===== config.mk =====
export PLATFORM = sky130hd
export DESIGN_NAME = pcs_regs
export DESIGN_NICKNAME = d
export VERILOG_FILES = /design/src/verilog/pcs_pkg.sv /design/src/verilog/pcs_regs.sv
export SDC_FILE = /design/constraint.sdc
export NUM_CORES = 1
export LEC_CHECK = 0
export BUFFER_PORTS_ARGS = -buffer_cell sky130_fd_sc_hd__buf_4
export CORE_ASPECT_RATIO = 0.75
export CORE_MARGIN = 2
export CORE_UTILIZATION = 40
export DETAILED_ROUTE_END_ITERATION = 6
export GPL_TIMING_DRIVEN = 0
export HOLD_SLACK_MARGIN = 0.05
export PLACE_DENSITY_LB_ADDON = 0.15
export RECOVER_POWER = 100
export SLEW_MARGIN = 20
export SYNTH_ARGS = -nofsm -noshare
export SYNTH_HDL_FRONTEND = slang
export SYNTH_SLANG_ARGS = --single-unit
export TNS_END_PERCENT = 100

===== constraint.sdc =====
create_clock -name clk -period 2.1 [get_ports clk]
set_input_delay 0.105 -clock clk [delete_from_list [all_inputs] [get_ports clk]]
set_output_delay 0.105 -clock clk [all_outputs]
set_load 0.02 [all_outputs]

===== src/verilog/pcs_pkg.sv =====
// package: register map, field positions and types of the control/status register slice
package pcs_pkg;
    // register addresses
    localparam logic [7:0] ADDR_BACKLIGHT_DUTY = 8'h08;
    localparam logic [7:0] ADDR_ANALOG_SELECT = 8'h09;
    localparam logic [7:0] ADDR_SYSTEM_STATUS = 8'h0a;
    localparam logic [7:0] ADDR_WRITE_UNLOCK_KEY = 8'h0b;
    localparam logic [7:0] ADDR_REGULATOR_GOOD = 8'h0c;
    // reset values
    localparam logic [7:0] RESET_REG = 8'h00;
    // field positions
    localparam int STATUS_OFF_BIT = 7;
    localparam int STATUS_ADAPTER_BIT = 3;
    localparam int STATUS_USB_BIT = 2;
    localparam int STATUS_BUTTON_BIT = 0;
    // duty field
    localparam logic [6:0] DUTY_MAX_CODE = 7'h63;
    localparam logic [7:0] DUTY_ZERO_PCT = 8'h00;
    // unlock key value
    localparam logic [7:0] UNLOCK_KEY_VALUE = 8'h7d;
    // analog source select codes
    typedef enum logic [2:0] {
        SRC_OFF0 = 3'h0,
        SRC_BATTERY = 3'h1,
        SRC_SYSTEM_RAIL = 3'h2,
        SRC_TEMP_SENSE = 3'h3,
        SRC_CHARGE_CURRENT = 3'h4,
        SRC_EXTERNAL = 3'h5,
        SRC_OFF6 = 3'h6,
        SRC_OFF7 = 3'h7
    } pcs_source_type;
    // register access request from the serial front end
    typedef struct packed {
        logic wr;
        logic rd;
        logic [7:0] addr;
        logic [7:0] wdata;
    } pcs_req_type;
    // regulator status inputs
    typedef struct packed {
        logic linear3_good;
        logic linear4_good;
        logic buck1_good;
        logic buck2_good;
        logic buck3_good;
        logic linear1_good;
        logic linear2_good;
    } pcs_good_type;
    // analog mux routing: one-hot source enables
    typedef struct packed {
        logic battery;
        logic system_rail;
        logic temp_sense_voltage;
        logic charge_current_monitor;
        logic external_analog_input;
    } pcs_route_type;
endpackage


===== src/verilog/pcs_regs.sv =====
// module: control and status register slice at addresses 0x08..0x0c
`timescale 1ns/1ns
module pcs_regs
    import pcs_pkg::*;
(
    // clock and reset
    input wire logic clk,
    input wire logic rst,
    // register access, one request per cycle, from the serial front end
    input wire pcs_req_type req,
    input wire logic transaction_end,
    output logic [7:0] rdata,
    output logic rvalid,
    // protected-register write gate for registers outside this slice
    input wire logic protected_wr,
    output logic protected_wr_allow,
    // device status inputs
    input wire logic adapter_present,
    input wire logic usb_supply_present,
    input wire logic button_pin,
    input wire logic power_enable_pin,
    input wire pcs_good_type good_in,
    input wire logic linear3_is_switch,
    input wire logic linear4_is_switch,
    // controlled functions
    output logic [6:0] duty_percent,
    output pcs_route_type route,
    output logic mux_output_enable,
    output logic off_request
);

    // ******************************
    // register state
    // ******************************
    logic [6:0] duty_code;
    logic [2:0] analog_source_sel;
    logic off_pending;
    logic [7:0] unlock_key;
    logic key_armed;
    logic next_key_armed;
    logic [7:0] next_rdata;
    logic [6:0] next_duty_code;
    logic [2:0] next_analog_source_sel;
    logic next_off_pending;
    logic [7:0] next_unlock_key;
    logic key_is_valid;
    logic off_taken;
    logic [7:0] read_mux;

    // duty code to percent
    // maps a duty code to percent; codes past 99 mean dark
    function automatic logic [6:0] duty_to_percent(input logic [6:0] code);
        if (code <= DUTY_MAX_CODE) begin
            duty_to_percent = code + 7'd1;
        end else begin
            duty_to_percent = DUTY_ZERO_PCT[6:0];
        end
    endfunction

    // reads the status register image
    function automatic logic [7:0] status_image(input logic off_b, input logic ac, input logic usb,
                                                input logic pin);
        status_image = 8'h00;
        status_image[STATUS_OFF_BIT] = off_b;
        status_image[STATUS_ADAPTER_BIT] = ac;
        status_image[STATUS_USB_BIT] = usb;
        status_image[STATUS_BUTTON_BIT] = ~pin;
    endfunction

    assign key_is_valid = (unlock_key == UNLOCK_KEY_VALUE);
    // request taken once power enable is low
    assign off_taken = off_pending && !power_enable_pin;

    // next-state for writable fields
    always_comb begin
        next_duty_code = duty_code;
        next_analog_source_sel = analog_source_sel;
        next_off_pending = off_pending;
        next_unlock_key = unlock_key;
        next_key_armed = key_armed;
        // armed once the key-write transaction itself has ended
        if (transaction_end) begin
            next_key_armed = (unlock_key != RESET_REG) && !key_armed;
        end
        // self-clear once taken; a fresh write the same cycle wins
        if (off_taken) begin
            next_off_pending = 1'b0;
        end
        // key returns to zero after the next transaction
        if (transaction_end && key_armed) begin
            next_unlock_key = RESET_REG;
        end
        if (req.wr) begin
            // only writable bits are stored, others dropped
            case (req.addr)
                ADDR_BACKLIGHT_DUTY: begin
                    next_duty_code = req.wdata[6:0];
                end
                ADDR_ANALOG_SELECT: begin
                    next_analog_source_sel = req.wdata[2:0];
                end
                ADDR_SYSTEM_STATUS: begin
                    if (req.wdata[STATUS_OFF_BIT]) begin
                        next_off_pending = 1'b1;
                    end
                end
                ADDR_WRITE_UNLOCK_KEY: begin
                    next_unlock_key = req.wdata;
                end
                default: begin
                end
            endcase
        end
    end

    always_ff @(posedge clk) begin
        if (rst) begin
            duty_code <= 7'h00;
            analog_source_sel <= 3'h0;
            off_pending <= 1'b0;
            unlock_key <= RESET_REG;
            key_armed <= 1'b0;
        end else begin
            duty_code <= next_duty_code;
            analog_source_sel <= next_analog_source_sel;
            off_pending <= next_off_pending;
            unlock_key <= next_unlock_key;
            key_armed <= next_key_armed;
        end
    end

    // protected writes pass while a valid key is armed, until the next transaction ends
    assign protected_wr_allow = protected_wr && key_is_valid && key_armed;

    // ******************************
    // read path
    // ******************************
    // reserved bits held at zero by construction
    always_comb begin
        case (req.addr)
            ADDR_BACKLIGHT_DUTY: read_mux = {1'b0, duty_code};
            ADDR_ANALOG_SELECT: read_mux = {5'h00, analog_source_sel};
            ADDR_SYSTEM_STATUS: read_mux = status_image(off_pending, adapter_present, usb_supply_present,
                                                        button_pin);
            ADDR_WRITE_UNLOCK_KEY: read_mux = unlock_key;
            ADDR_REGULATOR_GOOD: read_mux = {1'b0, good_in.linear3_good | linear3_is_switch,
                                             good_in.linear4_good | linear4_is_switch, good_in.buck1_good,
                                             good_in.buck2_good, good_in.buck3_good, good_in.linear1_good,
                                             good_in.linear2_good};
            default: read_mux = 8'h00;
        endcase
        // idle bus returns zero so a stale byte never looks valid
        next_rdata = req.rd ? read_mux : 8'h00;
    end

    // read data registered; one cycle after the request
    always_ff @(posedge clk) begin
        if (rst) begin
            rdata <= 8'h00;
            rvalid <= 1'b0;
        end else begin
            rdata <= next_rdata;
            rvalid <= req.rd;
        end
    end

    // ******************************
    // controlled outputs
    // ******************************
    // outputs follow the stored fields the cycle after the write
    always_comb begin
        duty_percent = duty_to_percent(duty_code);
        route = '0;
        case (pcs_source_type'(analog_source_sel))
            SRC_BATTERY: route.battery = 1'b1;
            SRC_SYSTEM_RAIL: route.system_rail = 1'b1;
            SRC_TEMP_SENSE: route.temp_sense_voltage = 1'b1;
            SRC_CHARGE_CURRENT: route.charge_current_monitor = 1'b1;
            SRC_EXTERNAL: route.external_analog_input = 1'b1;
            default: route = '0;
        endcase
        mux_output_enable = |route;
    end
    always_ff @(posedge clk) begin
        if (rst) begin
            off_request <= 1'b0;
        end else begin
            off_request <= off_taken;
        end
    end

    // ******************************
    // checks
    // ******************************
    a_duty_zero_high: assert property (@(posedge clk) disable iff (rst)
        (duty_code > 7'd99) |-> (duty_percent == 7'd0)) else $error("duty above 99 not dark");
    a_duty_low_map: assert property (@(posedge clk) disable iff (rst)
        (duty_code <= 7'd99) |-> (duty_percent == duty_code + 7'd1)) else $error("duty map wrong");
    a_mux_off_codes: assert property (@(posedge clk) disable iff (rst)
        (analog_source_sel == 3'd0 || analog_source_sel >= 3'd6) |-> !mux_output_enable)
        else $error("mux should be hi-z");
    a_off_taken: assert property (@(posedge clk) disable iff (rst)
        (off_pending && !power_enable_pin && !req.wr) |=> (!off_pending && off_request))
        else $error("off not taken");
    a_status_read: assert property (@(posedge clk) disable iff (rst)
        (req.rd && req.addr == ADDR_SYSTEM_STATUS) |=> (rdata[0] == !$past(button_pin) && rdata[6:4] == 3'h0))
        else $error("status read wrong");
    a_key_gate: assert property (@(posedge clk) disable iff (rst)
        protected_wr_allow |-> (unlock_key == 8'h7d)) else $error("protected write without key");
    a_key_clear: assert property (@(posedge clk) disable iff (rst)
        (key_armed && transaction_end && !req.wr) |=> (unlock_key == 8'h00)) else $error("key not cleared");
    a_good_reserved: assert property (@(posedge clk) disable iff (rst)
        (req.rd && req.addr == ADDR_REGULATOR_GOOD) |=> !rdata[7]) else $error("good bit 7 set");
endmodule

## Yosys cells after proc, flatten, opt, wreduce, memory -nomap -nowiden

Cells that the tools add are included.

- Register bits: 30
- Bits in latches: 0
- Memory bits (writable): 0
- Bits in read-only memories: 0
- Memories kept: 0

- Add/subtract/negate cells: 1
- $mul: 0
- Divide/modulo/power cells: 0
- Order comparisons: 1
- Equal/unequal tests: 11
- Shifts and indexed selects: 0
- Mux-type cells: 14
- Bitwise operators: 4
- Reductions and logical operators: 12

Operators with widths:

| operator | number |
|---|---|
| 8-bit by 4-bit equality test with 1-bit output (second input constant) | 5 |
| 8-bit case mux with 5 select lines | 1 |
| 8-bit 2-to-1 mux | 3 |
| 1-bit 2-to-1 mux | 9 |
| 8-bit by 7-bit equality test with 1-bit output (second input constant) | 1 |
| 8-bit nonzero test | 1 |
| 7-bit by 1-bit adder with 7-bit output (second input constant) | 1 |
| 7-bit <= comparator (second input constant) | 1 |
| 7-bit 2-to-1 mux | 1 |
| 3-bit by 2-bit equality test with 1-bit output (second input constant) | 2 |
| 3-bit equality test (second input constant) | 2 |
| 1-bit logical AND | 5 |
| 5-bit OR reduction | 1 |
| 2-bit AND reduction | 2 |
| 3-bit by 1-bit equality test with 1-bit output (second input constant) | 1 |
| 1-bit logical NOT | 2 |
| 1-bit NOT | 2 |
| 1-bit bitwise OR | 2 |
| 2-bit OR reduction | 1 |

## Depth between registers and ports, before layout

Gate-level depths: netlist (run 1).

- Depth in word-level cells: 6
- Mapped depth: 5
- Mapped depth without buffers: 4

## Least setup slack after synthesis (run 1)

OpenSTA, ideal clock, no wires.

- Path kind: reg2out
- Start point: register duty_code[2]
- End point: output port duty_percent[5]
- Arrival time: 1.359 ns
- Required time: 1.995 ns
- Path slack: 0.636 ns
- Stages on the path, launching flop included: 4
- Path through: dfxtp_1 > nor3_1 > a21boi_0 > o21ai_0

- Word-level cells in the longest chain between the ends: 2
- Elaborated cells between the ends (all ways): 3

RTL lines:

| element | RTL line | text |
|---|---|---|
| from (decl) | pcs_regs.sv:35 | `logic [6:0] duty_code;` |
| from (signal assigned) | pcs_regs.sv:124 | `duty_code <= next_duty_code;` |
| 7-bit by 1-bit adder with 7-bit output / 7-bit <= comparator (equally long branches) | pcs_regs.sv:54, pcs_regs.sv:53 |  |
| 7-bit 2-to-1 mux (*) | pcs_regs.sv:53 | `if (code <= DUTY_MAX_CODE) begin` |
| to (decl) | pcs_regs.sv:26 | `output logic [6:0] duty_percent,` |

Every way passes the cells marked *; elsewhere a longest branch is shown, timed or not.

## Worst setup path in the final report (run 1)

- Start point: register duty_code[3]
- End point: output port duty_percent[6]

The elaborated chain is that of the path after synthesis.

==> reports/results.ini, run 1 <==
[power]
seq_power_share_pct = 49.0
p_comb_share_pct = 10.1
p_per_area_mw_per_mm2 = 551.3
power.share.clock_pct = 40.9
ir_drop_mv = 0.4141
leakage_nw = 0.8863
p_sw_w = 0.0002654
switching_share_pct = 22.76
intPower_w = 0.0009004

[clock_network]
cts_tree = yes
clk_latency_ns = 0.27
cts_buffers = 5
clock_tree.root_cell = clkbuf_8
cts_htree_levels = 2
post_cts_buffers = 0
cts_resized = 0
clk_pin_slew_ns = 0.07
clk_path_buf_depth = 2
cts_num_sinks = 30

[sta]
maxSlewViolCount = 0
slew_headroom_pct = 58.42
setup-violations-final = 0
hold_ws_ns = 0.1096
min_period_ns = 1.815
finalCritPeriodShare_pct = 86.45
hold_viol = 0
rsz0062_at_grt = false
setup-tns-final_ns = 0
max_freq_ghz = 0.5509
worst_pin_slew_ns = 0.6237
skew_ns = 0.003943

[setup_path]
cp_slowest_cell = nor3_1
setup.worst_path.class = reg -> out
reg2reg_to = rdata[4]
cp_num_buf_inv = 1
cp.arrival_ns = 1.71
reg2regPathDepth = 3
crit_path_end_kind = output pin
timing.reg2reg.setup_slack_ns = 0.81
worstPathMaxFanout = 6
path_depth = 4
cp_cell_sequence = nor3_1, a21bo_2, a22o_1, clkbuf_1
start_kind = flip-flop
rr_startpoint = duty_code[4]
slowest_delay_ns = 0.48
worst_ep_required_time_ns = 2.00
critical_path.top_delay_family = simple AND/OR/NAND/NOR gates
cp-startpoint = duty_code[3]
crit_end = duty_percent[6]

[job]
drv_cap = 0

[die]
die-height_um = 58.78
ios = 59
die_area_mm2 = 0.004528
die_w_um = 77.04
fp-row-count = 19
core_mm2 = 0.003756
start_util_pct = 42.60

[detailed_routing]
routed_wl_mm = 4.098
firstDrtPassIters = 5
drc_errors = 0
routedWlPerCell_um = 13.89
drtIter0Drc = 105
vias_per_cell = 5.119
vias = 1510
ant_nets = 0

[global_routing]
overflow = 0
grt_pass1_vias = 1399
grt_pass1_wl_mm = 6.658
antenna_found_initial = 0
grt_max_degree = 11
grtUsageTotal_pct = 18.71

[synthesis]
yosysMostFrequentCell = dfxtp_1
synth_seq_cells = 30
netlist.top_cell.by_area = dfxtp_1
syn_avg_cell_area_um2 = 9.093
synth_area_leaders = dfxtp_1 (38%), mux2i_1 (13%), nand2b_1 (7.4%)
synth_top_cell_area_share_pct = 37.53
ys_warn_count = 0
synthArstFlopShare_pct = 0
yosysSeqAreaShare_pct = 37.53
synthesis.area_mm2 = 0.001600
synth-edff-count = 0
ys.flop_type = dfxtp_1
synth_common_cells = dfxtp_1 (30), mux2i_1 (21), nand2b_1 (19)
syn_nets = 212
synth_cells = 176
synthDistinctLibCells = 40

[placement]
globalplace.congestion = 0.8076
dp_cells = 285
dp_hpwl_mm = 3.099
portBuffers = 57

[cells_and_area]
drive_gt1_share_pct = 21.40
area_growth_pct = 32.13
num_antenna_cells = 0
final_cell_count_no_fill = 295
layout.nets = 278
utilization_pct = 56.30

[run_status]
status = finished, final reports clean

[worst_hold_path]
hold_class = in -> reg
whs_path_depth = 3

-- cell usage in the layout, fill, tap and decap left out, drive strengths merged, types with 2 or more instances in the layout --
master	instances
a221oi	2
buf	35
nor3b	6
nand4	3
mux2	4
a211oi	2
nor2	7
clkbuf	37
nor2b	4
and2	2
nand2	13
dlygate4sd3	2
and3b	2
nor4	3
nand3b	3
or3	3
nand2b	19
a21oi	8
nand3	11
dfxtp	30
o21ai	5
xor2	2
nor3	2
a31oi	3
mux2i	21
-- final cells by class --
class,instances,area [µm²]
multi-input combinational,137,963.4
tap,52,65.06
clock inverter,1,5.005
timing repair buffer,59,357.8
sequential,30,600.6
buffer,8,32.53
clock buffer,7,86.33
fill,405,1642
inverter,1,3.754
-- power groups by stage --
| stage | logic, W | registers (W) | clock network (W) |
|---|---|---|---|
| after floorplan | 0.0000480 | 0.000586 | 0 |
| after global placement | 0.000117 | 0.000584 | 0 |
| after detailed placement | 0.000116 | 0.000584 | 0 |
| after CTS | 0.000120 | 0.000572 | 0.000481 |
| after global routing | 0.000129 | 0.000571 | 0.000507 |
| final | 0.000118 | 0.000572 | 0.000477 |
-- timing repair --
item / in CTS / in global routing
hold endpoints to repair: 2 / 0
setup endpoints to repair: 0 / 0
hold buffers: 2 / 0
-- layer usage --
layer	GRT usage [%]	share of wire, %	vias to the layer above	routed length, µm
met5	0	0	-	0
met4	3.827	0.51	0	21
met3	4.448	5.1	4	208
met2	27.19	41	41	1699
met1	28.26	53	697	2168
li1	-	-	768	-
-- per-stage QoR --
stage,setup WS (ns),cell area [µm²],total power (W)
floorplan,0.6363,1600,0.0006337
global placement,0.5813,2093,0.0007012
detailed placement,0.6384,2093,0.0007006
CTS,0.3178,2205,0.001173
global route,0.1122,2115,0.001207
finish,0.2846,2115,0.001166
-- flip-flops by register name (all words and copies together) (netlist names) --
register and count:
unlock_key 8, key_armed 1, rvalid 1, off_request 1, duty_code 7, off_pending 1
analog_source_sel 3, rdata 8
-- cells by family after synthesis --
kind of cell | Yosys count | synth area share (%)
and+or+nand+nor | 81 | 30.88
DFF | 30 | 37.53
xor gates and xnor gates | 3 | 1.642
adders and majority gates | 1 | 0.7817
buffers and inverters | 9 | 2.267
muxes | 25 | 15.95
AOI/OAI and AO/OA | 27 | 10.95
-- how the worst min path moves through the flow --
stage	slack, ns	start	to
after CTS	0.10	good_in[4]	rdata[4]
after detailed placement	0.29	power_enable_pin	off_request
after global routing	0.12	req[7]	unlock_key[7]
after global placement	0.28	power_enable_pin	off_request
after floorplan	0.18	power_enable_pin	off_request
final	0.11	good_in[4]	rdata[4]
-- worst reg2reg max path: cells and delay by family, from the launching register on --
| family | cells | cell delay (ns) |
|---|---|---|
| AND/OR/NAND/NOR | 1 | 0.47 |
| AO/OA/AOI/OAI | 2 | 0.33 |
| flip-flops | 1 | 0.42 |
No activity file was read; power rests on OpenSTA's default activity.
==> run 2, diff against run 1 <==
--- a/config.mk
+++ b/config.mk
@@ -14,6 +14,7 @@
 export HOLD_SLACK_MARGIN = 0.05
 export PLACE_DENSITY_LB_ADDON = 0.15
 export RECOVER_POWER = 100
+export REMOVE_ABC_BUFFERS = 1
 export SLEW_MARGIN = 20
 export SYNTH_ARGS = -nofsm -noshare
 export SYNTH_HDL_FRONTEND = slang
==> run 2 against run 1 <==
Effect of this change: count of clock-buffer cells in the layout stayed put; final area down 3.3%; power fell by 1.2%; clock power is 1% lower.
==> reports/results.ini, run 2 (synthesis results as in run 1) <==
[run_status]
status = finished, final reports clean  ; unchanged

[worst_hold_path]
hold_class = in -> reg  ; unchanged
whs_path_depth = 2  ; was 3
holdPathEnd = rvalid  ; was rdata[4]
hp-start = req[16]  ; was good_in[4]

[sta]
hold_viol = 0  ; unchanged
setup-tns-final_ns = 0  ; unchanged
maxSlewViolCount = 0  ; unchanged
skew_ns = 0.007849  ; was 0.003943 ns
worst_pin_slew_ns = 0.8168  ; was 0.6237 ns
min_period_ns = 1.843  ; was 1.815 ns
slew_headroom_pct = 45.55  ; was 58.42%
setup-violations-final = 0  ; unchanged
hold_ws_ns = 0.09366  ; was 0.1096 ns
max_freq_ghz = 0.5425  ; was 0.5509 GHz
rsz0062_at_grt = false  ; unchanged
finalCritPeriodShare_pct = 87.78  ; was 86.45%

[power]
ir_drop_mv = 0.4738  ; was 0.4141 mV
totalPowerFinal_w = 0.001152  ; was 0.001166 W
p_per_area_mw_per_mm2 = 563.4  ; was 551.3 mW/mm²
leakage_nw = 0.8561  ; was 0.8863 nW

[global_routing]
overflow = 0  ; unchanged
grt_pass1_wl_mm = 6.279  ; was 6.658 mm
grt_max_degree = 24  ; was 11
antenna_found_initial = 0  ; unchanged
grtUsageTotal_pct = 17.75  ; was 18.71%
grt_pass1_vias = 1256  ; was 1399

[setup_path]
worst_ep_required_time_ns = 2.00  ; about the same
start_kind = flip-flop  ; unchanged
setup.worst_path.class = reg -> out  ; unchanged
rr_startpoint = duty_code[4]  ; unchanged
crit_path_end_kind = output pin  ; unchanged
reg2regPathDepth = 3  ; unchanged
worstPathMaxFanout = 7  ; was 6
timing.reg2reg.setup_slack_ns = 0.80  ; was 0.81 ns
cp.arrival_ns = 1.74  ; was 1.71 ns
reg2reg_to = rdata[4]  ; unchanged

[placement]
globalplace.congestion = 0.7673  ; was 0.8076
portBuffers = 58  ; was 57
dp_hpwl_mm = 2.953  ; was 3.099 mm

[detailed_routing]
drtIter0Drc = 61  ; was 105
routedWlPerCell_um = 13.97  ; was 13.89 µm
vias_per_cell = 5.150  ; was 5.119
routed_wl_mm = 4.008  ; was 4.098 mm
firstDrtPassIters = 4  ; was 5
vias = 1478  ; was 1510
ant_nets = 0  ; unchanged
drc_errors = 0  ; unchanged

[clock_network]
cts_buffers = 5  ; unchanged
clk_latency_ns = 0.28  ; was 0.27 ns
clock_tree.root_cell = clkbuf_8  ; unchanged
clk_pin_slew_ns = 0.07  ; about the same
cts_num_sinks = 30  ; unchanged
clk_path_buf_depth = 2  ; unchanged
cts_htree_levels = 2  ; unchanged
cts_tree = yes  ; unchanged

[cells_and_area]
fillers = 394  ; was 405
area_growth_pct = 27.76  ; was 32.13%
num_antenna_cells = 0  ; unchanged
layout.nets = 270  ; was 278
seqCellArea_um2 = 600.6  ; unchanged
multi_input_comb_area_um2 = 938.4  ; was 963.4 µm²
top_regs = rdata x8, unlock_key x8, duty_code x7  ; unchanged
drive_gt1_share_pct = 19.57  ; was 21.40%
layout_common_cells = dfxtp_1 (30), buf_4 (30), clkbuf_1 (27)  ; was buf_4 (33), clkbuf_1 (31), dfxtp_1 (30)

[die]
die_w_um = 77.04  ; unchanged
die-height_um = 58.78  ; unchanged
ios = 59  ; unchanged
core_mm2 = 0.003756  ; unchanged
fp-row-count = 19  ; unchanged
start_util_pct = 42.60  ; unchanged
die_area_mm2 = 0.004528  ; unchanged

[job]
drv_cap = 0  ; unchanged

==> run 2: worst max-delay path by stage <==
stage / startpoint / to / slack (ns) / cells past startpoint
2_1_floorplan: duty_code[2] / duty_percent[5] / 0.64 / 3
6_report: duty_code[2] / duty_percent[6] / 0.26 / 4
5_1_grt: duty_code[2] / duty_percent[5] / 0.07 / 4
3_5_place_dp: req[8] / duty_code[4] / 0.54 / 4
4_1_cts: duty_code[2] / duty_percent[5] / 0.32 / 4
3_3_place_gp: req[8] / duty_code[3] / 0.56 / 4
==> run 2: layout make-up <==
class | instances | share of cell area, %
multi-input combinational | 137 | 45.90
clock buffer | 7 | 4.223
tap | 52 | 3.182
clock inverter | 1 | 0.2448
sequential | 30 | 29.38
inverter | 1 | 0.1836
timing repair buffer | 59 | 16.89
==> run 2: power by group <==
| part | internal (W) | total (W) | switching [W] |
|---|---|---|---|
| clock | 0.000264 | 0.000471 | 0.000207 |
| combinational | 0.0000601 | 0.000109 | 0.0000491 |
| sequential | 0.000571 | 0.000572 | 0.00000105 |
==> run 2: metal layers <==
layer,GRT usage (%),routed length (µm)
met5,0,0
met4,6.122,25
met3,4.755,265
met2,23.81,1614
met1,27.07,2103
==> run 2: per-stage QoR <==
step	instance area, µm²	setup slack [ns]	utilization (%)	instances
finish	2044	0.2566	54.43	287
global route	2044	0.07140	54.43	287
detailed placement	2068	0.5441	55.06	278
floorplan	1568	0.6363	-	168
CTS	2170	0.3221	57.76	287
global placement	2068	0.5604	55.06	278
==> run 2: what timing repair did <==
| action | in CTS | in global routing |
|---|---|---|
| hold endpoints to repair | 1 | 0 |
| hold buffers | 1 | 0 |
| gates resized for setup | 0 | 0 |
| setup buffers | 0 | 0 |
==> run 2: worst max-delay path, cell delays in order, from the launching register on <==
cell and delay [ns]:
dfxtp_1 0.38, nor3_1 0.51, a21bo_2 0.21, a22o_1 0.12, clkbuf_1 0.23
==> run 3, diff against run 2 <==
==> constraint.sdc (replaced) <==
create_clock -name clk -period 2.3 [get_ports clk]
set_input_delay 0.115 -clock clk [delete_from_list [all_inputs] [get_ports clk]]
set_output_delay 0.115 -clock clk [all_outputs]
set_load 0.02 [all_outputs]
==> run 3 against run 2 <==
Effect of this change: final area is essentially flat; cell count unchanged; register-to-register slack better by 0.20 ns; via count is 0.34% lower; power is 8.8% lower; count of clock-buffer cells in the layout did not move; sequential power decreased by 8.7%; largest power group unchanged.
==> reports/results.ini, run 3 (synthesis results as in run 1) <==
[run_status]
status = finished, final reports clean  ; unchanged

[global_routing]
grt_pass1_wl_mm = 6.279  ; unchanged
grtUsageTotal_pct = 17.75  ; unchanged
grt_max_degree = 24  ; unchanged
grt_pass1_vias = 1256  ; unchanged
antenna_found_initial = 0  ; unchanged
overflow = 0  ; unchanged

[clock_network]
cts_htree_levels = 2  ; unchanged
hold_buffers = 1  ; unchanged
clock_tree.root_cell = clkbuf_8  ; unchanged
clk_pin_slew_ns = 0.07  ; about the same
cts_num_sinks = 30  ; unchanged
cts_tree = yes  ; unchanged
cts_resized = 0  ; unchanged
clk_latency_ns = 0.28  ; about the same
post_cts_buffers = 0  ; unchanged
cts_buffers = 5  ; unchanged
clk_path_buf_depth = 2  ; unchanged

[power]
p_per_area_mw_per_mm2 = 514.3  ; was 563.4 mW/mm²
seq_power_share_pct = 49.7  ; was 49.6%
power.share.clock_pct = 40.8  ; was 40.9%
ir_drop_mv = 0.4330  ; was 0.4738 mV
intPower_w = 0.0008168  ; was 0.0008946 W
p_comb_share_pct = 9.5  ; about the same
leakage_nw = 0.8526  ; was 0.8561 nW
p_sw_w = 0.0002340  ; was 0.0002573 W
switching_share_pct = 22.27  ; was 22.34%

[setup_path]
crit_path_end_kind = output pin  ; unchanged
start_kind = flip-flop  ; unchanged
worstPathMaxFanout = 7  ; unchanged
reg2reg_to = rdata[4]  ; unchanged
timing.reg2reg.setup_slack_ns = 1.00  ; was 0.80 ns
cp_slowest_cell = nor3_1  ; unchanged
slowest_delay_ns = 0.50  ; was 0.51 ns
reg2regPathDepth = 3  ; unchanged
worst_ep_required_time_ns = 2.18  ; was 2.00 ns
cp_cell_sequence = nor3_1, a21boi_0, o21ai_0, clkbuf_1  ; was nor3_1, a21bo_2, a22o_1, clkbuf_1
cp.arrival_ns = 1.75  ; was 1.74 ns
rr_startpoint = duty_code[4]  ; unchanged
setup.worst_path.class = reg -> out  ; unchanged

[sta]
slew_headroom_pct = 46.06  ; was 45.55%
skew_ns = 0.007298  ; was 0.007849 ns
max_freq_ghz = 0.5362
rsz0062_at_grt = false  ; unchanged
worst_pin_slew_ns = 0.8091  ; was 0.8168 ns
maxSlewViolCount = 0  ; unchanged
finalCritPeriodShare_pct = 81.09
setup-violations-final = 0  ; unchanged
setup-tns-final_ns = 0  ; unchanged
min_period_ns = 1.865
hold_viol = 0  ; unchanged

[detailed_routing]
vias = 1473  ; was 1478
firstDrtPassIters = 4  ; unchanged
routedWlPerCell_um = 13.92  ; was 13.97 µm
ant_nets = 0  ; unchanged
drtIter0Drc = 60  ; was 61
vias_per_cell = 5.132  ; was 5.150
routed_wl_mm = 3.995  ; was 4.008 mm
drc_errors = 0  ; unchanged

[die]
die_w_um = 77.04  ; unchanged
core_mm2 = 0.003756  ; unchanged
die-height_um = 58.78  ; unchanged
die_area_mm2 = 0.004528  ; unchanged
fp-row-count = 19  ; unchanged
start_util_pct = 42.60  ; unchanged
ios = 59  ; unchanged

[cells_and_area]
drive_gt1_share_pct = 19.15  ; was 19.57%
area_growth_pct = 27.68  ; was 27.76%
layout.nets = 270  ; unchanged
final_cell_count_no_fill = 287  ; unchanged
utilization_pct = 54.40  ; was 54.43%
layout_common_cells = dfxtp_1 (30), buf_4 (30), clkbuf_1 (28)  ; was dfxtp_1 (30), buf_4 (30), clkbuf_1 (27)
num_antenna_cells = 0  ; unchanged
top_regs = rdata x8, unlock_key x8, duty_code x7  ; unchanged

[placement]
globalplace.congestion = 0.7673  ; unchanged
portBuffers = 58  ; unchanged
dp_hpwl_mm = 2.953  ; unchanged
dp_cells = 278  ; unchanged

[job]
drv_cap = 0  ; unchanged

[worst_hold_path]
hold_class = in -> reg  ; unchanged
whs_path_depth = 2  ; unchanged
holdPathEnd = rvalid  ; unchanged
hp-start = req[16]  ; unchanged

run 3: cell counts in the layout (fill, tap and decap cells not counted):
No cell type changed its count.
run 3: layout make-up:
class / instances / area [µm²]
Multi-Input combinational cell: 137 / 938.4
Clock buffer: 7 / 86.33
Inverter: 1 / 3.754
Tap cell: 52 / 65.06
Sequential cell: 30 / 600.6
Clock inverter: 1 / 5.005
Timing Repair Buffer: 59 / 344.1
Fill cell: 395 / 1713
run 3: critical path, delay by kind of cell, from the launching register on:
family,cells,cell delay (ns)
AND/OR/NAND/NOR,1,0.50
AO/OA/AOI/OAI,2,0.35
buffers and inverters,1,0.25
flip-flops,1,0.38
run 3: metrics by stage:
| step | setup WS [ns] | hold WS [ns] | total power (W) | cell area (µm²) |
|---|---|---|---|---|
| floorplan | 0.8263 | 0.1841 | 0.0005689 | 1568 |
| CTS | 0.5121 | 0.09812 | 0.001069 | 2170 |
| detailed placement | 0.7341 | 0.2937 | 0.0006381 | 2068 |
| global route | 0.1694 | 0.1250 | 0.001093 | 2043 |
| global placement | 0.7504 | 0.2910 | 0.0006384 | 2068 |
| finish | 0.4349 | 0.1039 | 0.001051 | 2043 |
run 3: power groups by stage:
stage	combinational (W)	sequential (W)	clock (W)
CTS	0.000106	0.000522	0.000441
global route	0.000109	0.000522	0.000462
finish	0.0000996	0.000522	0.000429
global placement	0.000105	0.000534	0
floorplan	0.0000341	0.000535	0
detailed placement	0.000104	0.000534	0
run 3: worst max path at each step:
stage / startpoint / to / slack (ns) / cells past startpoint
global placement: req[8] / duty_code[3] / 0.75 / 4
detailed placement: req[8] / duty_code[4] / 0.73 / 4
global route: duty_code[2] / duty_percent[5] / 0.17 / 4
floorplan: duty_code[2] / duty_percent[5] / 0.83 / 3
finish: duty_code[2] / duty_percent[5] / 0.43 / 4
CTS: duty_code[2] / duty_percent[5] / 0.51 / 4
run 3: metal layers:
layer  wire length (µm)  GRT usage [%]  up-vias  part of all wire [%]
met4                 25          6.122        0                  0.63
met5                  0              0        -                     0
li1                   -              -      754                     -
met2               1616          23.81       52                    40
met1               2080          27.07      662                    52
met3                273          4.755        5                   6.8
